`src/hdl/pwm_timer_pkg.sv`:
```
// constants, register map and field layout of the dual-slope pwm timer
package pwm_timer_pkg;

	// ------------------------------------------------------------
	// bus widths
	// ------------------------------------------------------------
	localparam int ADDR_W = 8;
	localparam int DATA_W = 16;

	// ------------------------------------------------------------
	// register byte offsets
	// ------------------------------------------------------------
	localparam logic [ADDR_W-1:0] CTRL_OFS    = 8'h00;
	localparam logic [ADDR_W-1:0] CMP_A_OFS   = 8'h04;
	localparam logic [ADDR_W-1:0] CMP_B_OFS   = 8'h08;
	localparam logic [ADDR_W-1:0] CAPTURE_OFS = 8'h0c;
	localparam logic [ADDR_W-1:0] COUNT_OFS   = 8'h10;
	localparam logic [ADDR_W-1:0] STATUS_OFS  = 8'h14;
	localparam logic [ADDR_W-1:0] MASK_OFS    = 8'h18;

	// ------------------------------------------------------------
	// control register fields
	// ------------------------------------------------------------
	localparam int MODE_LSB = 0;
	localparam int MODE_W   = 4;
	localparam int COMA_LSB = 4;
	localparam int COMB_LSB = 6;
	localparam int COM_W    = 2;
	localparam int CS_LSB   = 8;
	localparam int CS_W     = 3;
	localparam int CTRL_W   = 11;

	// waveform_mode_select codes for the dual-slope modes
	localparam logic [MODE_W-1:0] MODE_PFC_CAPTURE = 4'h8;
	localparam logic [MODE_W-1:0] MODE_PFC_CMPA    = 4'h9;
	localparam logic [MODE_W-1:0] MODE_PC_CAPTURE  = 4'ha;
	localparam logic [MODE_W-1:0] MODE_PC_CMPA     = 4'hb;

	// compare output modes
	localparam logic [COM_W-1:0] COM_OFF    = 2'h0;
	localparam logic [COM_W-1:0] COM_TOGGLE = 2'h1;
	localparam logic [COM_W-1:0] COM_NONINV = 2'h2;
	localparam logic [COM_W-1:0] COM_INV    = 2'h3;

	// count clock select
	localparam logic [CS_W-1:0] CS_STOP     = 3'h0;
	localparam logic [CS_W-1:0] CS_DIV1     = 3'h1;
	localparam logic [CS_W-1:0] CS_DIV8     = 3'h2;
	localparam logic [CS_W-1:0] CS_DIV64    = 3'h3;
	localparam logic [CS_W-1:0] CS_DIV256   = 3'h4;
	localparam logic [CS_W-1:0] CS_DIV1024  = 3'h5;
	localparam logic [CS_W-1:0] CS_EXT_FALL = 3'h6;
	localparam logic [CS_W-1:0] CS_EXT_RISE = 3'h7;

	// prescaler
	localparam int PRESC_W = 10;
	localparam logic [PRESC_W-1:0] PRESC_STEP     = 10'h001;
	localparam logic [PRESC_W-1:0] PRESC_MASK8    = 10'h007;
	localparam logic [PRESC_W-1:0] PRESC_MASK64   = 10'h03f;
	localparam logic [PRESC_W-1:0] PRESC_MASK256  = 10'h0ff;
	localparam logic [PRESC_W-1:0] PRESC_MASK1024 = 10'h3ff;

	// ------------------------------------------------------------
	// counter values and status bits
	// ------------------------------------------------------------
	localparam logic [DATA_W-1:0] BOTTOM     = 16'h0000;
	localparam logic [DATA_W-1:0] MAX        = 16'hffff;
	localparam logic [DATA_W-1:0] COUNT_STEP = 16'h0001;
	localparam logic [DATA_W-1:0] RESET_WORD = 16'h0000;

	localparam int STATUS_W = 3;
	localparam int ST_OVF   = 0;
	localparam int ST_CMPA  = 1;
	localparam int ST_CMPB  = 2;

	// pin edge to counter update, in tenths of a system clock cycle
	localparam int EXT_LAT_MIN_X10 = 25;
	localparam int EXT_LAT_MAX_X10 = 35;
	// the same latency in whole cycles from the sampling edge
	localparam int EXT_PULSE_LAT = (EXT_LAT_MIN_X10 - 5) / 10;

endpackage

```
`src/hdl/ext_edge_if.sv`:
```
// edge pulses passed from the count pin synchroniser to the timer
`timescale 1ns/1ps
interface ext_edge_if;
	logic rise_pulse;
	logic fall_pulse;

	modport source
	(
		output rise_pulse,
		output fall_pulse
	);
	modport sink
	(
		input  rise_pulse,
		input  fall_pulse
	);
endinterface

```
`src/hdl/ext_count_sync.sv`:
```
// two-flop synchroniser and edge detector for the external count pin
`timescale 1ns/1ps
module ext_count_sync
	import pwm_timer_pkg::*;
(
	input  wire logic      core_clk_in,
	input  wire logic      rstn_in,
	input  wire logic      ext_count_pin_in,
	ext_edge_if.source     edge_if
);

	typedef struct packed
	{
		logic meta;
		logic sync;
		logic last;
	} sync_state_t;

	sync_state_t r_reg;
	sync_state_t r_next;

	// ------------------------------------------------------------
	// next state: meta feeds only sync
	// ------------------------------------------------------------
	always_comb
	begin
		r_next      = r_reg;
		r_next.meta = ext_count_pin_in;
		r_next.sync = r_reg.meta;
		r_next.last = r_reg.sync;
	end

	always_ff @(posedge core_clk_in or negedge rstn_in)
	begin
		if (!rstn_in)
			r_reg <= '0;
		else
			r_reg <= r_next;
	end

	// edge pulses compare two settled stages only
	assign edge_if.rise_pulse = r_reg.sync & ~r_reg.last;
	assign edge_if.fall_pulse = ~r_reg.sync & r_reg.last;
endmodule

```
`src/hdl/pwm_timer16.sv`:
```
// 16-bit timer with dual-slope pwm modes, external count pin and register port
//
// Function
// - count pin is synchronised and edge detected, counter moves 2.5-3.5 cycles later
// - selected pin edges drive the counter directly, bypassing the prescaler
// - compare at bottom gives constant low, at top constant high, inverted swaps
// - mode 11 with toggle output makes output a a 50% square wave
// - modes 8 and 9 select phase and frequency correct dual-slope pwm
// - counter runs up from zero to top then back down to zero
// - non-inverting output clears on up match, sets on down match
// - active compare values load from software buffers, not written directly
// - top comes from capture in mode 8, compare a in mode 9
// - counter stays at top for exactly one timer tick
// - each compare match sets that channel's status flag
`timescale 1ns/1ps
module pwm_timer16
	import pwm_timer_pkg::*;
(
	input  wire logic [ADDR_W-1:0] addr_in,
	input  wire logic              core_clk_in,
	input  wire logic              rstn_in,
	input  wire logic [DATA_W-1:0] wr_data_in,
	input  wire logic              wr_en_in,
	input  wire logic              rd_en_in,
	input  wire logic              ext_count_pin_in,
	output logic      [DATA_W-1:0] rd_data_out,
	output logic                   compare_output_a_out,
	output logic                   compare_output_b_out,
	output logic                   irq_out
);

	typedef struct packed
	{
		logic [MODE_W-1:0]   mode;
		logic [COM_W-1:0]    com_a;
		logic [COM_W-1:0]    com_b;
		logic [CS_W-1:0]     clk_sel;
		logic [PRESC_W-1:0]  presc;
		logic [DATA_W-1:0]   cmp_a_buf;
		logic [DATA_W-1:0]   cmp_b_buf;
		logic [DATA_W-1:0]   cmp_a;
		logic [DATA_W-1:0]   cmp_b;
		logic [DATA_W-1:0]   capture;
		logic [DATA_W-1:0]   count;
		logic                dir_down;
		logic                out_a;
		logic                out_b;
		logic [STATUS_W-1:0] status;
		logic [STATUS_W-1:0] mask;
		logic [DATA_W-1:0]   rd_data;
	} timer_state_t;

	timer_state_t        r_reg;
	timer_state_t        r_next;
	logic                tick;
	logic                dual;
	logic                pfc;
	logic [DATA_W-1:0]   top;
	logic [DATA_W-1:0]   cnt_step;
	logic                match_a;
	logic                match_b;
	logic                reload;
	logic [STATUS_W-1:0] st_set;
	logic [STATUS_W-1:0] st_clr;

	ext_edge_if edge_bus ();

	// ------------------------------------------------------------
	// helpers
	// ------------------------------------------------------------
	function automatic logic presc_hit(input logic [PRESC_W-1:0] p,
	                                   input logic [PRESC_W-1:0] m);
		presc_hit = ((p & m) == m);
	endfunction

	function automatic logic is_dual(input logic [MODE_W-1:0] m);
		is_dual = (m == MODE_PFC_CAPTURE) || (m == MODE_PFC_CMPA) ||
		          (m == MODE_PC_CAPTURE) || (m == MODE_PC_CMPA);
	endfunction

	// pwm channel output: extremes are forced, mid values follow the slope
	function automatic logic chan_next(input logic              cur,
	                                   input logic [DATA_W-1:0] cmp,
	                                   input logic [DATA_W-1:0] t,
	                                   input logic [COM_W-1:0]  com,
	                                   input logic              hit,
	                                   input logic              down);
		logic inv;
		inv = (com == COM_INV);
		if (cmp == BOTTOM)
			chan_next = inv;
		else if (cmp >= t)
			chan_next = ~inv;
		else if (hit)
			chan_next = down ? ~inv : inv;
		else
			chan_next = cur;
	endfunction

	// ------------------------------------------------------------
	// count pin synchroniser
	// ------------------------------------------------------------
	ext_count_sync u_sync
	(
		.core_clk_in      (core_clk_in),
		.rstn_in          (rstn_in),
		.ext_count_pin_in (ext_count_pin_in),
		.edge_if          (edge_bus)
	);

	// ------------------------------------------------------------
	// timer clock selection; pin edges skip the prescaler
	// ------------------------------------------------------------
	always_comb
	begin
		unique case (r_reg.clk_sel)
			CS_STOP:     tick = 1'b0;
			CS_DIV1:     tick = 1'b1;
			CS_DIV8:     tick = presc_hit(r_reg.presc, PRESC_MASK8);
			CS_DIV64:    tick = presc_hit(r_reg.presc, PRESC_MASK64);
			CS_DIV256:   tick = presc_hit(r_reg.presc, PRESC_MASK256);
			CS_DIV1024:  tick = presc_hit(r_reg.presc, PRESC_MASK1024);
			CS_EXT_FALL: tick = edge_bus.fall_pulse;
			CS_EXT_RISE: tick = edge_bus.rise_pulse;
		endcase
	end

	// ------------------------------------------------------------
	// mode decode, step and match
	// ------------------------------------------------------------
	always_comb
	begin
		dual = is_dual(r_reg.mode);
		pfc  = (r_reg.mode == MODE_PFC_CAPTURE) || (r_reg.mode == MODE_PFC_CMPA);
		// capture sets top for modes 8 and 10, compare a otherwise
		top  = ((r_reg.mode == MODE_PFC_CAPTURE) || (r_reg.mode == MODE_PC_CAPTURE)) ?
		       r_reg.capture : r_reg.cmp_a;
		// a top written below the count turns the counter round at once
		if (!dual)
			cnt_step = r_reg.count + COUNT_STEP;
		else if (!r_reg.dir_down && (r_reg.count < top))
			cnt_step = r_reg.count + COUNT_STEP;
		else if (r_reg.count != BOTTOM)
			cnt_step = r_reg.count - COUNT_STEP;
		else
			cnt_step = r_reg.count + COUNT_STEP;
		match_a = tick && (r_reg.count == r_reg.cmp_a);
		match_b = tick && (r_reg.count == r_reg.cmp_b);
		// frequency correct loads at bottom, phase correct at top
		reload  = tick && dual &&
		          (pfc ? ((cnt_step == BOTTOM) && (r_reg.count != BOTTOM))
		               : (r_reg.count == top));
	end

	// ------------------------------------------------------------
	// status events; a set in the clearing cycle survives
	// ------------------------------------------------------------
	always_comb
	begin
		st_set          = '0;
		st_set[ST_CMPA] = match_a;
		st_set[ST_CMPB] = match_b;
		st_set[ST_OVF]  = tick && (dual ? ((cnt_step == BOTTOM) && (r_reg.count != BOTTOM))
		                                : (r_reg.count == MAX));
		st_clr          = (wr_en_in && (addr_in == STATUS_OFS)) ? wr_data_in[STATUS_W-1:0] : '0;
	end

	// ------------------------------------------------------------
	// next state
	// ------------------------------------------------------------
	always_comb
	begin
		r_next         = r_reg;
		r_next.presc   = r_reg.presc + PRESC_STEP;
		r_next.status  = (r_reg.status & ~st_clr) | st_set;
		r_next.rd_data = RESET_WORD;

		// counter and direction
		if (tick)
		begin
			r_next.count = cnt_step;
			if (!dual || (cnt_step == BOTTOM))
				r_next.dir_down = 1'b0;
			else if (cnt_step >= top)
				r_next.dir_down = 1'b1;
		end

		// active compare values come only from the buffers
		if (!dual || reload)
		begin
			r_next.cmp_a = r_reg.cmp_a_buf;
			r_next.cmp_b = r_reg.cmp_b_buf;
		end

		// output a: toggle only where compare a is top
		if (dual && (r_reg.com_a == COM_TOGGLE) &&
		    ((r_reg.mode == MODE_PFC_CMPA) || (r_reg.mode == MODE_PC_CMPA)))
			r_next.out_a = match_a ? ~r_reg.out_a : r_reg.out_a;
		else if (dual && r_reg.com_a[1])
			r_next.out_a = chan_next(r_reg.out_a, r_reg.cmp_a, top, r_reg.com_a,
			                         match_a, r_reg.dir_down);
		else
			r_next.out_a = 1'b0;

		if (dual && r_reg.com_b[1])
			r_next.out_b = chan_next(r_reg.out_b, r_reg.cmp_b, top, r_reg.com_b,
			                         match_b, r_reg.dir_down);
		else
			r_next.out_b = 1'b0;

		// software writes; a count write beats the counting step
		if (wr_en_in)
		begin
			unique case (addr_in)
				CTRL_OFS:
				begin
					r_next.mode    = wr_data_in[MODE_LSB +: MODE_W];
					r_next.com_a   = wr_data_in[COMA_LSB +: COM_W];
					r_next.com_b   = wr_data_in[COMB_LSB +: COM_W];
					r_next.clk_sel = wr_data_in[CS_LSB +: CS_W];
				end
				CMP_A_OFS:   r_next.cmp_a_buf = wr_data_in;
				CMP_B_OFS:   r_next.cmp_b_buf = wr_data_in;
				CAPTURE_OFS: r_next.capture   = wr_data_in;
				COUNT_OFS:   r_next.count     = wr_data_in;
				MASK_OFS:    r_next.mask      = wr_data_in[STATUS_W-1:0];
				default:     ;
			endcase
		end

		// read data stands in the cycle after the strobe; unmapped reads zero
		if (rd_en_in)
		begin
			unique case (addr_in)
				CTRL_OFS:
				begin
					r_next.rd_data[MODE_LSB +: MODE_W] = r_reg.mode;
					r_next.rd_data[COMA_LSB +: COM_W]  = r_reg.com_a;
					r_next.rd_data[COMB_LSB +: COM_W]  = r_reg.com_b;
					r_next.rd_data[CS_LSB +: CS_W]     = r_reg.clk_sel;
				end
				CMP_A_OFS:   r_next.rd_data = r_reg.cmp_a_buf;
				CMP_B_OFS:   r_next.rd_data = r_reg.cmp_b_buf;
				CAPTURE_OFS: r_next.rd_data = r_reg.capture;
				COUNT_OFS:   r_next.rd_data = r_reg.count;
				STATUS_OFS:  r_next.rd_data[STATUS_W-1:0] = r_reg.status;
				MASK_OFS:    r_next.rd_data[STATUS_W-1:0] = r_reg.mask;
				default:     r_next.rd_data = RESET_WORD;
			endcase
		end
	end

	always_ff @(posedge core_clk_in or negedge rstn_in)
	begin
		if (!rstn_in)
			r_reg <= '0;
		else
			r_reg <= r_next;
	end

	// ------------------------------------------------------------
	// outputs
	// ------------------------------------------------------------
	assign rd_data_out          = r_reg.rd_data;
	assign compare_output_a_out = r_reg.out_a;
	assign compare_output_b_out = r_reg.out_b;
	assign irq_out              = |(r_reg.status & r_reg.mask);
endmodule

```
`config.mk`:
```
export PLATFORM = sky130hd
export DESIGN_NAME = pwm_timer16
export DESIGN_NICKNAME = d
export VERILOG_FILES = /design/src/hdl/pwm_timer_pkg.sv /design/src/hdl/ext_edge_if.sv /design/src/hdl/ext_count_sync.sv /design/src/hdl/pwm_timer16.sv
export SDC_FILE = /design/constraint.sdc
export NUM_CORES = 1
export LEC_CHECK = 0
export BUFFER_PORTS_ARGS = -buffer_cell sky130_fd_sc_hd__buf_2
export CORE_MARGIN = 4
export CORE_UTILIZATION = 68
export CTS_BUF_LIST = sky130_fd_sc_hd__clkbuf_8 sky130_fd_sc_hd__clkbuf_16
export DETAILED_ROUTE_END_ITERATION = 12
export GPL_ROUTABILITY_DRIVEN = 0
export GPL_TIMING_DRIVEN = 0
export HOLD_SLACK_MARGIN = 0.02
export PLACE_DENSITY_LB_ADDON = 0.08
export SLEW_MARGIN = 20
export SYNTH_ARGS = -nofsm -noshare
export SYNTH_HDL_FRONTEND = slang
export SYNTH_SLANG_ARGS = --single-unit
```
`constraint.sdc`:
```
create_clock -name core_clk_in -period 15.17 [get_ports core_clk_in]
set_input_delay 2.2755 -clock core_clk_in [delete_from_list [all_inputs] [get_ports core_clk_in]]
set_output_delay 2.2755 -clock core_clk_in [all_outputs]
set_load 0.03 [all_outputs]
```
Word level (Yosys, flattened, before mapping)

Index checks and enable logic that the tools add are counted.

Bitwise operators: 11
Equality and inequality tests: 31
Multiplexer cells: 29
Reductions and logical operators: 36
$lt $le $gt $ge: 4
Add/subtract/negate cells: 3

Operators with widths:

| kind                                                                   | number |
|---|---|
| 16-bit 2-to-1 mux                                                      | 7 |
| 16-bit equality test                                                   | 3 |
| 16-bit greater-or-equal comparator                                     | 3 |
| 16-bit zero test                                                       | 3 |
| 8-bit case mux with 5 select lines                                     | 1 |
| 8-bit by 5-bit equality test with 1-bit output (second input constant) | 3 |
| 3-bit case mux with 7 select lines                                     | 1 |
| 5-bit case mux with 4 select lines                                     | 1 |
| 17-bit 2-to-1 mux                                                      | 1 |
| 16-bit by 1-bit adder with 16-bit output (second input constant)       | 1 |
| 16-bit equality test (second input constant)                           | 1 |
| 4-bit equality test (second input constant)                            | 4 |
| 8-bit by 4-bit equality test with 1-bit output (second input constant) | 2 |
| 16-bit < comparator                                                    | 1 |
| 1-bit 2-to-1 mux                                                       | 16 |
| 16-bit nonzero test                                                    | 1 |
| 16-bit by 1-bit subtractor with 16-bit output (second input constant)  | 1 |
| 3-bit equality test (second input constant)                            | 5 |
| 2-bit AND reduction                                                    | 7 |
| 1-bit logical AND                                                      | 12 |
| 10-bit by 1-bit adder with 10-bit output (second input constant)       | 1 |
| 10-bit equality test (second input constant)                           | 1 |
| 8-bit by 3-bit equality test with 1-bit output (second input constant) | 1 |
| 8-bit equality test (second input constant)                            | 1 |
| 20 further kinds                                                       | 36 |

Bits of input ports: 29
Register bits: 145
Output and inout bits: 19
Word-level logic and storage cells: 134

Logic depth before layout (Yosys ltp)

Gate-level depths: netlist (run 1).

Word-level depth: 13
Mapped depth: 23
Mapped depth without buffers: 20

By module

A second synthesis (run 1) with hierarchy kept.

Cell total of the unflattened synthesis: 1130
Area, all modules: 10465.0 µm²

Modules (own cells, without submodules):

| module         | cells an instance | seq. area each (µm²) | instances | area each (µm²) |
|---|---|---|---|---|
| pwm_timer16    | 1125              | 3553.4               | 1         | 10375.0 |
| ext_count_sync | 5                 | 75.1                 | 1         | 90.1 |

Worst setup path after synthesis (run 1)

OpenSTA, ideal clock, no wires.

Path kind: register to register
From: register r_reg[140] (netlist bit)
To: register r_reg[24] (netlist bit)
Stages on the path, launching flop included: 24
Period minus slack after synthesis: 4.759 ns
Setup time: 0.123 ns
Slack: 10.411 ns
Buffers on the path: 3
Data arrival time: 4.636 ns
Required time: 15.047 ns
Cells stage by stage: dfrtp_1 > nor3b_2 > buf_6 > buf_1 > mux2i_1 > ha_1 > nand4_1 > nor4_1 > mux2i_2 > o211ai_2 > nand2_1 > buf_2 > or4_1 > nand2_1 > xor2_1 > ha_1 > nand4_1 > nor3_1 > nand2_1 > nand2_1 > nor4_1 > o21ai_0 > a31oi_1 > a21oi_1

Longest elaborated chain between the ends: 11
Elaborated cells between the ends (all ways): 20
Those cells by class: order compare: 2; eq/ne: 4; mux: 4; reduce/logical: 10

Ends and longest elaborated chain:

| item                                                                         | line               | source |
|---|---|---|
| start, declared                                                              | pwm_timer16.sv:53  | `timer_state_t r_reg;` |
| start signal, assigned                                                       | pwm_timer16.sv:258 | `r_reg <= r_next;` |
| parallel branches: the longest is 11 deep, another holds 16-bit < comparator | --                 |  |

Several ways; the timed one is not identified.
A chain may end at the register's enable or synchronous reset.

Worst setup path after layout (run 1)

From: register r_reg[138] (netlist bit)
To: register r_reg[24] (netlist bit)

Same word-level chain as after synthesis.

==> results of run 1 <==
## cell families (layout without fill, tap and decap cells)
kind of cell    count (synthesis)  in the layout
simple gates                  398            398
compound gates                266            266
flops                         145            145
buf+inv                       107            184
mux                            91             91
fa+ha+maj                      63             63
xor+xnor                       61             61
other cells                     0              1
## worst max-delay path, stage by stage (launching register included)
cell      delay (ns)
dfrtp_1         0.51
nor3b_2         0.23
buf_6           0.22
buf_1           0.65
mux2i_1         0.63
ha_1            0.37
and3_1          0.17
o21ai_0         0.42
nor4b_1         0.67
o211ai_2        0.36
nand2_1         0.18
buf_2           0.26
a21oi_1         0.18
xnor2_1         0.17
ha_1            0.21
a21o_1          0.18
a21o_1          0.17
a21oi_1         0.16
nor3_1          0.06
nor4_1          0.20
o21ai_0         0.14
a31oi_1         0.16
a21oi_1         0.06
## metrics by stage
step | std cells | setup WS [ns]
floorplan | 1131 | 10.41
global placement | 1359 | 9.11
detailed placement | 1360 | 9.07
CTS | 1392 | 8.99
global route | 1392 | 8.50
finish | 1393 | 8.68
## report_power, final
part	switching [W]	internal, W
clock network	0.000181	0.000270
registers	0.0000423	0.000415
logic	0.000299	0.000168
## layout make-up
| class | instances | area, um2 |
|---|---|---|
| multi-input cells | 879 | 6110 |
| fillers | 999 | 3290 |
| clock inverters | 14 | 193 |
| repair buffers | 45 | 258 |
| well taps | 184 | 230 |
| inverters | 15 | 56.3 |
| diodes | 1 | 2.50 |
| plain buffers | 92 | 438 |
| flip-flops and latches | 145 | 3630 |
| clock buffers | 18 | 439 |
## path summary, 6_finish.rpt
kind / start / to / cells past startpoint / slack (ns)
max: r_reg[138]$_DFFE_PN0P_ / r_reg[24]$_DFFE_PN0P_ / 22 / 8.68
min: u_sync.r_next[1]$_DFF_PN0_ / u_sync.r_next[0]$_DFF_PN0_ / 0 / 0.36
max reg2reg: r_reg[138]$_DFFE_PN0P_ / r_reg[24]$_DFFE_PN0P_ / 22 / 8.68
min reg2reg: u_sync.r_next[1]$_DFF_PN0_ / u_sync.r_next[0]$_DFF_PN0_ / 0 / 0.36
max in group asynchronous: rstn_in / r_reg[59]$_DFFE_PN0P_ / 2 / 12.63
min in group asynchronous: rstn_in / rd_data_out[13]$_DFF_PN0_ / 1 / 1.78
## cells in the mapped netlist, types with 3 or more instances
| cell | number |
|---|---|
| buf_2 | 8 |
| xnor2_1 | 31 |
| o21ai_0 | 51 |
| mux2_2 | 66 |
| mux2i_1 | 22 |
| o31ai_1 | 6 |
| ha_1 | 62 |
| o22ai_1 | 3 |
| inv_1 | 15 |
| a221oi_1 | 3 |
| xor2_1 | 30 |
| nand2b_1 | 10 |
| nand3_1 | 47 |
| nand4_1 | 63 |
| o211ai_1 | 38 |
| and3_1 | 10 |
| o21a_1 | 3 |
| nand4b_1 | 3 |
| nor3_1 | 19 |
| a211oi_1 | 3 |
| nor2b_1 | 6 |
| or2_2 | 4 |
| clkbuf_1 | 61 |
| and2_1 | 6 |
| a21oi_1 | 72 |
| dfrtp_1 | 145 |
| a21o_1 | 20 |
| a222oi_1 | 11 |
| nor2_1 | 61 |
| nand2_1 | 129 |
| a22oi_1 | 25 |
| a31oi_1 | 13 |
| nor4b_1 | 3 |
| buf_4 | 20 |
| nor4_1 | 16 |
| or3_1 | 6 |
## metal layers
layer	share of wire, %	global-route usage, %	vias to the layer above
li1	-	-	4332
met4	6.0	21.4	0
met1	37	55.8	4778
met3	14	9.55	177
met2	43	61.3	914
met5	0	0	-
==> run_results.csv, run 1 <==
group,metric,value,unit
run_status,outcome,"complete, no violations",
global_routing,global_route_wire_length_before_repair,53200,um
cts,cts_num_sinks,145,
finish,area_delta_synth_final,11.0,%
cts,worstSkewPairLatency,0.43,ns
die,ios,48,
sta,final.hold.worst_slack,0.356,ns
run,timing.max_cap.violations,0,
cts,clock_tree.buffer_depth,2,
cts,postCtsHoldBufs,0,
yosys,dominantRegCellSynth,"dfrtp_1",
yosys,synth-xor-area-share,5.22,%
finish,stdcell_area,11400,um2
cts,cts_setup_buffers,0,
placed_design,placed_area,10700,um2
die,die-area,17100,um2
cts,tritoncts,"built",
route,drt_pre_antenna_iters,9,
global_routing,first_global_vias,9483,
cts,clk_root_buffer_cell,"clkbuf_16",
yosys,post-synth-top-area-fraction,35.5,%
sta,rsz0062_at_grt,"false",
yosys,synth_enable_flop_cells,0,
setup_path,worstSetupEndpointType,"flop",
finish,final_core_utilization,77.5,%
die,num_rows,44,
sta,finalSetupViolCount,0,
power,power_density,121,nW/um2
finish,flip_flop_count_of_the_largest_register_after_layout,124,
power,report.power.total,0.00137,W
yosys,postSynthRegisterBits,145,
power,vdd_ir_drop_max,0.116,mV
setup_path,worstPathArrival,6.80,ns
sta,relSlewSlack,34.1,%
power,static-leakage-power,4.89,nW
yosys,share_of_the_synthesized_area_in_compound_gates_ao_oa_aoi_oai,17.2,%
die,fp.dieH,131,um
setup_path,startpoint_type,"flop",
cts,cts.htree.levels,4,
yosys,synthDominantAreaCellType,"dfrtp_1",
route,routed_wl,34500,um
route,average_wire_per_standard_cell,24.7,um
route,detailroute.via_count,10200,
finish,finalNetCount,1286,
yosys,yosys.area_share.adder,7.68,%
yosys,synth.yosys.seq_area_share,35.5,%
sta,fmaxAchievable,154,MHz
global_routing,gr-usage-all-layers,41.0,%
yosys,post_synth_and_or_nand_nor_area_fraction,19.7,%
route,detail_route.drc_violations,0,
route,final_antenna_net_count,0,
route,drtIter0Drc,1650,
die,die_width,131,um
route,vias_per_cell,7.32,
yosys,yosys.cell_types.count,67,
finish,final_cell_mix,"145 x dfrtp_1, 129 x nand2_1, 72 x a21oi_1, 66 x mux2_2, 63 x nand4_1",
placed_design,io_buffer_count,44,
finish,layout-drive-gt1-share,15.9,%
yosys,avgSynthCellArea,9.04,um2
global_routing,grt_overflow_total,0,
global_routing,antenna_violations_before_repair,0,
sta,finClkSkew,0.0142,ns
yosys,postSynthNetCount,1222,
setup_path,worstPathMaxFanout,10,
finish,most_common_cell_after_layout_fill_and_taps_aside,"dfrtp_1",
cts,clkTransAtPathRegs,0.07,ns
sta,worst_slew_pin_tran,0.969,ns
die,core_area,14600,um2
yosys,mapped_area,10200,um2
die,starting_density_of_the_core,69.8,%
worst_hold_path,worstHoldPathType,"reg2reg",
setup_path,critical_path_required,15.48,ns
cts,cts_resized,0,
cts,cts_inserted_buffers,17,
setup_path,criticalPathCategory,"reg2reg",
yosys,main_combinational_cell_family_by_area_after_synthesis,"simple AND/OR/NAND/NOR gates",
sta,finalSetupTns,0,ns
yosys,synthCells,1131,
placed_design,hpwl,24900,um
sta,post-route-period-util,42.8,%
yosys,total_number_of_yosys_warnings,0,
sta,finalWorstPathRequiredPeriod,6.49,ns
yosys,synth.area.mux_share,9.91,%
sta,finalMaxSlewViolations,0,
global_routing,grt_max_degree,78,
yosys,synth-async-reset-ratio,100,%
sta,timing.final.hold_violations,0,
yosys,post_synth_main_area_contributors,"dfrtp_1 35%, ha_1 7.6%, mux2_2 7.3%",
(Power assumes the default switching activity.)
==> run 2, diff against run 1 <==
--- a/config.mk
+++ b/config.mk
@@ -5,9 +5,10 @@
 export SDC_FILE = /design/constraint.sdc
 export NUM_CORES = 1
 export LEC_CHECK = 0
+export ABC_AREA = 1
 export BUFFER_PORTS_ARGS = -buffer_cell sky130_fd_sc_hd__buf_2
 export CORE_MARGIN = 4
-export CORE_UTILIZATION = 68
+export CORE_UTILIZATION = 62
 export CTS_BUF_LIST = sky130_fd_sc_hd__clkbuf_8 sky130_fd_sc_hd__clkbuf_16
 export DETAILED_ROUTE_END_ITERATION = 12
 export GPL_ROUTABILITY_DRIVEN = 0
==> constraint.sdc (replaced) <==
create_clock -name core_clk_in -period 6.1 [get_ports core_clk_in]
set_input_delay 0.915 -clock core_clk_in [delete_from_list [all_inputs] [get_ports core_clk_in]]
set_output_delay 0.915 -clock core_clk_in [all_outputs]
set_load 0.03 [all_outputs]
==> run 2 against run 1 <==
Synthesized area shrank 8.2%. Hold slack lost 0.00056 ns. Core utilization shrank 6.0 points. Critical path depth grew 4. Die area grew 0.61%. Via count shrank 8.7%. Synthesized cell count grew 8.8%. Power grew to 2.7 times the previous value. Sequential power grew 150%. Sequential share of layout area grew 2.6 points. Clock skew shrank 0.0045 ns. Non-clock buffer count shrank 21. Critical path type unchanged.
==> run_results.csv, run 2 <==
group,metric,value,unit
sta,fmaxAchievable,191,MHz
setup_path,cp_top_family,"compound AO/OA/AOI/OAI gates",
die,num_rows,44,
finish,antenna_cells_inserted,0,
setup_path,path_common_cell,"nand2_1",
yosys,synthMostInstantiatedCell,"nand2_1",
yosys,post_synth_most_frequent_cells,"349 x nand2_1, 145 x dfrtp_1, 112 x inv_1",
power,static-leakage-power,5.30,nW
finish,final_core_utilization,71.5,%
die,die_width,131,um
cts,tritoncts,"built",
sta,post-route-period-util,86.0,%
cts,cts_inserted_buffers,17,
yosys,synthDominantAreaCellType,"dfrtp_1",
die,die-area,17200,um2
yosys,synth_enable_flop_cells,0,
finish,flip_flop_count_of_the_largest_register_after_layout,124,
sta,finalMaxSlewViolations,0,
cts,clock_tree.buffer_depth,2,
global_routing,grt_max_degree,93,
yosys,postSynthNetCount,1322,
yosys,yosys.cell_types.count,48,
finish,area_delta_synth_final,12.0,%
cts,worstSkewPairLatency,0.44,ns
route,routed_wl,30200,um
die,ios,48,
cts,cts_resized,0,
sta,finalSetupViolCount,0,
yosys,total_number_of_yosys_warnings,0,
route,final_antenna_net_count,0,
finish,finalNetCount,1389,
global_routing,grt_overflow_total,0,
cts,clk_root_buffer_cell,"clkbuf_16",
yosys,synth.yosys.seq_area_share,38.7,%
setup_path,criticalPathCategory,"reg2reg",
setup_path,worstPathArrival,5.61,ns
power,vdd_ir_drop_max,0.242,mV
yosys,dominantRegCellSynth,"dfrtp_1",
cts,clkTransAtPathRegs,0.07,ns
yosys,synthCells,1231,
yosys,synth-async-reset-ratio,100,%
finish,final_cell_mix,"349 x nand2_1, 145 x dfrtp_1, 112 x inv_1, 101 x o21ai_0, 73 x nor2_1",
placed_design,hpwl,22600,um
route,average_wire_per_standard_cell,20.2,um
cts,cts_num_sinks,145,
global_routing,gr-usage-all-layers,36.5,%
cts,cts_setup_buffers,0,
sta,worst_slew_pin_tran,1.16,ns
sta,finalWorstPathRequiredPeriod,5.25,ns
die,fp.dieH,131,um
run,timing.max_cap.violations,0,
setup_path,worstPathMaxFanout,10,
power,power_density,358,nW/um2
route,drt_pre_antenna_iters,6,
yosys,post-synth-top-area-fraction,38.7,%
sta,timing.final.hold_violations,0,
setup_path,worstSetupEndpointType,"flop",
yosys,avgSynthCellArea,7.62,um2
setup_path,critical_path_required,6.46,ns
route,detailroute.via_count,9318,
setup_path,startpoint_type,"flop",
setup_path,max_stage_delay,0.69,ns
route,drtIter0Drc,1308,
yosys,postSynthRegisterBits,145,
sta,relSlewSlack,21.8,%
sta,finalSetupTns,0,ns
die,core_area,14700,um2
run_status,outcome,"complete, no violations",
finish,most_common_cell_after_layout_fill_and_taps_aside,"nand2_1",
finish,layout-drive-gt1-share,10.8,%
global_routing,antenna_violations_before_repair,0,
setup_path,critical_path.n_buffers_inverters,4,
setup_path,crit_slowest_cell,"o21ai_0",
die,starting_density_of_the_core,63.8,%
cts,postCtsHoldBufs,0,
route,detail_route.drc_violations,0,
global_routing,first_global_vias,8655,
yosys,post_synth_main_area_contributors,"dfrtp_1 39%, nand2_1 14%, ha_1 8.3%",
worst_hold_path,worstHoldPathType,"reg2reg",
placed_design,io_buffer_count,47,
global_routing,global_route_wire_length_before_repair,46900,um
sta,rsz0062_at_grt,"false",
yosys,mapped_area,9390,um2
route,vias_per_cell,6.23,
cts,cts.htree.levels,4,
sta,finClkSkew,0.00972,ns
## run 2: changes by cell type in the layout (fill, tap and decap cells not counted), moves of 21 or more
cell / delta
clkbuf_1: -32
inv_1: +97
mux2_2: -66
mux2i_1: -21
nand2_1: +220
nand3_1: +23
nand4_1: -38
o211ai_1: -36
o21ai_0: +50
## run 2: cell type report
type	count	area (um2)
Timing Repair Buffer	48	273
Fill cell	1194	4190
Buffer	68	385
Multi-Input combinational cell	900	4930
Tap cell	184	230
Clock buffer	19	453
Inverter	118	443
Clock inverter	13	166
Sequential cell	145	3630
## run 2: where the power goes
part | switching (W) | internal (W) | leakage (nW) | total (W)
combinational | 0.000985 | 0.000540 | 3.07 | 0.00152
clock | 0.000458 | 0.000639 | 0.298 | 0.00110
sequential | 0.0000952 | 0.00105 | 1.93 | 0.00114
## run 2: final timing paths
kind | slack (ns) | from | cells past startpoint | endpoint
max | 0.85 | r_reg[138]$_DFFE_PN0P_ | 26 | r_reg[24]$_DFFE_PN0P_
min in group asynchronous | 0.40 | rstn_in | 1 | r_reg[140]$_DFFE_PN0P_
max reg2reg | 0.85 | r_reg[138]$_DFFE_PN0P_ | 26 | r_reg[24]$_DFFE_PN0P_
min | 0.36 | u_sync.r_next[1]$_DFF_PN0_ | 0 | u_sync.r_next[0]$_DFF_PN0_
max in group asynchronous | 4.92 | rstn_in | 2 | r_reg[39]$_DFF_PN0_
min reg2reg | 0.36 | u_sync.r_next[1]$_DFF_PN0_ | 0 | u_sync.r_next[0]$_DFF_PN0_
## run 2: per-layer routing
| layer | vias up | track usage (%) | wire length (um) |
|---|---|---|---|
| met3 | 115 | 8.29 | 3190 |
| met4 | 0 | 19.4 | 1750 |
| met5 | - | 0 | 0 |
| met2 | 607 | 55.5 | 13500 |
| met1 | 4370 | 48.8 | 11800 |
| li1 | 4226 | - | - |
## run 2: kinds of logic after synthesis
group,after synthesis,synth area share [%]
AO/OA/AOI/OAI,225,14.0
AND/OR/NAND/NOR,569,26.1
XOR/XNOR,44,4.11
flip-flops,145,38.7
buffers and inverters,186,8.83
adder cells (fa/ha/maj),62,8.27
## run 2: stage by stage
| step | area (um2) | power, W | hold slack, ns | setup WS (ns) | instances |
|---|---|---|---|---|---|
| 3_5_place_dp | 9890 | 0.00262 | 0.342 | 1.06 | 1463 |
| 5_1_grt | 10500 | 0.00396 | 0.359 | 0.601 | 1495 |
| 6_report | 10500 | 0.00376 | 0.355 | 0.854 | 1495 |
| 2_1_floorplan | 9390 | 0.00220 | 0.331 | 2.27 | 1231 |
| 4_1_cts | 10500 | 0.00371 | 0.357 | 1.01 | 1495 |
| 3_3_place_gp | 9850 | 0.00257 | 0.332 | 1.16 | 1462 |
## run 2: worst reg2reg max path, cell delays in order (launching register included)
cell      delay, ns
dfrtp_1        0.41
inv_1          0.26
nand3_2        0.19
buf_4          0.22
clkbuf_1       0.24
o21ai_0        0.69
ha_1           0.39
a21oi_1        0.15
o21a_1         0.19
o21bai_1       0.09
a21oi_1        0.37
nand2_4        0.13
buf_4          0.21
nand3b_1       0.10
nand2_1        0.14
ha_1           0.31
a21oi_1        0.07
or2_2          0.29
nand3_1        0.08
nand2_1        0.05
nand2_1        0.07
nand2_1        0.05
nand2_1        0.12
nand2_1        0.07
nand2_1        0.10
nand2_1        0.06
a21oi_1        0.13
==> run 3, diff against run 2 <==
--- a/config.mk
+++ b/config.mk
@@ -5,17 +5,14 @@
 export SDC_FILE = /design/constraint.sdc
 export NUM_CORES = 1
 export LEC_CHECK = 0
-export ABC_AREA = 1
 export BUFFER_PORTS_ARGS = -buffer_cell sky130_fd_sc_hd__buf_2
 export CORE_MARGIN = 4
-export CORE_UTILIZATION = 62
-export CTS_BUF_LIST = sky130_fd_sc_hd__clkbuf_8 sky130_fd_sc_hd__clkbuf_16
+export CORE_UTILIZATION = 63
 export DETAILED_ROUTE_END_ITERATION = 12
 export GPL_ROUTABILITY_DRIVEN = 0
 export GPL_TIMING_DRIVEN = 0
 export HOLD_SLACK_MARGIN = 0.02
 export PLACE_DENSITY_LB_ADDON = 0.08
-export SLEW_MARGIN = 20
 export SYNTH_ARGS = -nofsm -noshare
 export SYNTH_HDL_FRONTEND = slang
 export SYNTH_SLANG_ARGS = --single-unit
==> run 3 against run 2 <==
Combinational power is 25% lower. Final area is 8.6% higher. Setup slack worse by 0.50 ns. Die area is 6.8% higher. Sequential power hardly changed. Critical path depth is 3 lower. Core utilization is 0.36 points higher. Non-clock buffer count is 21 higher. Power is 9.4% lower. Sequential share of layout area is 2.7 points lower. Via count is 6.7% higher. Critical path type unchanged. Critical endpoint unchanged. Largest cell class unchanged. Largest power group is now registers. Highest routed layer unchanged.
==> run_results.csv, run 3 (synthesis results as in run 1) <==
group,metric,value,unit
run_status,outcome,"complete, no violations",
sta,rsz0062_at_grt,"false",
setup_path,worstReg2RegStart,"r_reg[140]$_DFFE_PN0P_",
setup_path,regToRegEndpoint,"r_reg[24]$_DFFE_PN0P_",
setup_path,critical_path.n_buffers_inverters,3,
route,detail_route.drc_violations,0,
finish,final_core_utilization,71.8,%
setup_path,worstPathArrival,6.07,ns
finish,area_delta_synth_final,11.6,%
worst_hold_path,hold_path_startpoint,"u_sync.r_next[1]$_DFF_PN0_",
finish,final-seq-area,3630,um2
sta,finalWorstPathRequiredPeriod,5.75,ns
die,starting_density_of_the_core,64.4,%
sta,post-route-period-util,94.2,%
route,routed_wl,34500,um
global_routing,grt_overflow_total,0,
cts,cts_num_sinks,145,
finish,layout-drive-gt1-share,16.5,%
cts,cts.htree.levels,4,
setup_path,rrSetupSlack,0.35,ns
setup_path,path_common_cell,"nand2_1",
sta,fmaxAchievable,174,MHz
power,static-leakage-power,4.89,nW
setup_path,max_stage_delay,0.59,ns
finish,area_taken_by_multi_input_logic_gates,6130,um2
finish,finalNetCount,1286,
power,power_density,299,nW/um2
global_routing,gr-usage-all-layers,37.9,%
sta,finalSetupViolCount,0,
setup_path,critical_path_required,6.42,ns
setup_path,worstSetupEndpointType,"flop",
cts,clock_tree.buffer_depth,2,
sta,finClkSkew,0.00900,ns
finish,most_common_cell_after_layout_fill_and_taps_aside,"dfrtp_1",
global_routing,global_route_wire_length_before_repair,52900,um
route,vias_per_cell,6.98,
setup_path,path_cells,"nor3b_2, buf_6, clkbuf_2, mux2i_2, ha_1, nand4_1, nor4_1, mux2i_2, o211ai_2, nand2_1, buf_2, or4_1, nand2_1, xor2_1, ha_1, nand4_1, nor3_1, nand2_1, nand2_1, nor4_1, o21ai_0, a31oi_1, a21oi_1",
placed_design,hpwl,25300,um
finish,flip_flop_count_of_the_largest_register_after_layout,124,
route,final_antenna_net_count,0,
die,num_rows,46,
sta,timing.final.hold_violations,0,
die,fp.dieH,135,um
route,detailroute.via_count,9944,
finish,antenna_cells_inserted,0,
cts,clk_root_buffer_cell,"clkbuf_16",
sta,worst_slew_pin_tran,1.20,ns
route,drt_pre_antenna_iters,7,
finish,final_cell_mix,"145 x dfrtp_1, 129 x nand2_1, 72 x a21oi_1, 66 x mux2_2, 63 x nand4_1",
die,die-area,18300,um2
cts,clkTransAtPathRegs,0.07,ns
cts,tritoncts,"built",
setup_path,criticalPathCategory,"reg2reg",
setup_path,worstPathMaxFanout,10,
die,core_area,15900,um2
die,die_width,135,um
route,average_wire_per_standard_cell,24.2,um
finish,fillCellCount,1252,
setup_path,reg2reg_depth,23,
die,ios,48,
power,vdd_ir_drop_max,0.223,mV
worst_hold_path,hold_end,"u_sync.r_next[0]$_DFF_PN0_",
setup_path,startpoint_type,"flop",
run,timing.max_cap.violations,0,
cts,worstSkewPairLatency,0.44,ns
worst_hold_path,worstHoldPathType,"reg2reg",
power,report.power.total,0.00341,W
sta,relSlewSlack,19.2,%
route,drtIter0Drc,1347,
sta,finalMaxSlewViolations,0,
global_routing,antenna_violations_before_repair,0,
setup_path,cp_top_family,"simple AND/OR/NAND/NOR gates",
placed_design,io_buffer_count,44,
setup_path,crit_slowest_cell,"or4_1",
worst_hold_path,min_path_cells,0,
global_routing,grt_max_degree,81,
global_routing,first_global_vias,9419,
sta,finalSetupTns,0,ns
cts,postCtsHoldBufs,0,
cts,cts_inserted_buffers,17,
run 3: worst reg2reg max path, stage by stage, from the launching register on:
cell,delay (ns)
dfrtp_1,0.45
nor3b_2,0.23
buf_6,0.23
clkbuf_2,0.43
mux2i_2,0.45
ha_1,0.22
nand4_1,0.28
nor4_1,0.43
mux2i_2,0.20
o211ai_2,0.43
nand2_1,0.13
buf_2,0.23
or4_1,0.59
nand2_1,0.11
xor2_1,0.15
ha_1,0.25
nand4_1,0.11
nor3_1,0.08
nand2_1,0.07
nand2_1,0.04
nor4_1,0.14
o21ai_0,0.13
a31oi_1,0.20
a21oi_1,0.06
run 3: stage by stage:
step                      std cells  setup slack [ns]  hold WS (ns)  instance area [um2]
after global placement         1391             0.217         0.342                10700
after floorplan                1131              1.34         0.331                10200
after CTS                      1424           0.00540         0.361                11400
final                          1424             0.353         0.357                11400
after global routing           1424            0.0380         0.370                11400
after detailed placement       1392            0.0797         0.350                10800
run 3: worst max-delay path by stage:
stage,end,startpoint,slack (ns),depth (start not counted)
after global routing,r_reg[24]$_DFFE_PN0P_,r_reg[141]$_DFFE_PN0P_,0.04,21
final,r_reg[24]$_DFFE_PN0P_,r_reg[140]$_DFFE_PN0P_,0.35,23
after detailed placement,r_reg[24]$_DFFE_PN0P_,r_reg[138]$_DFFE_PN0P_,0.08,21
after floorplan,r_reg[24]$_DFFE_PN0P_,r_reg[140]$_DFFE_PN0P_,1.34,23
after CTS,r_reg[24]$_DFFE_PN0P_,r_reg[138]$_DFFE_PN0P_,0.005,21
after global placement,r_reg[24]$_DFFE_PN0P_,r_reg[138]$_DFFE_PN0P_,0.22,22
run 3: what timing repair did:
item / 4_1_cts / 5_1_grt
setup endpoints to repair: 0 / 32
resized for setup: 0 / 7
buffers inserted: 0 / 0
run 3: report_power, final:
| group | internal [W] | switching (W) |
|---|---|---|
| registers | 0.00103 | 0.000110 |
| logic | 0.000417 | 0.000724 |
| clock network | 0.000669 | 0.000457 |
| total | 0.00212 | 0.00129 |
run 3: cell type report:
cell class / instances / share of cell area, %
repair buffers: 45 / 2.23
multi-input cells: 879 / 53.7
clock buffers: 18 / 3.85
well taps: 216 / 2.37
inverters: 15 / 0.493
clock inverters: 14 / 1.69
flip-flops and latches: 145 / 31.8
plain buffers: 92 / 3.85
run 3: routing by layer:
layer / vias up / global-route usage [%] / wire length, um
met4: 0 / 24.3 / 2480
met3: 166 / 8.73 / 3820
met5: - / 0 / 0
li1: 4319 / - / -
met1: 4729 / 51.4 / 13500
met2: 730 / 54.5 / 14600
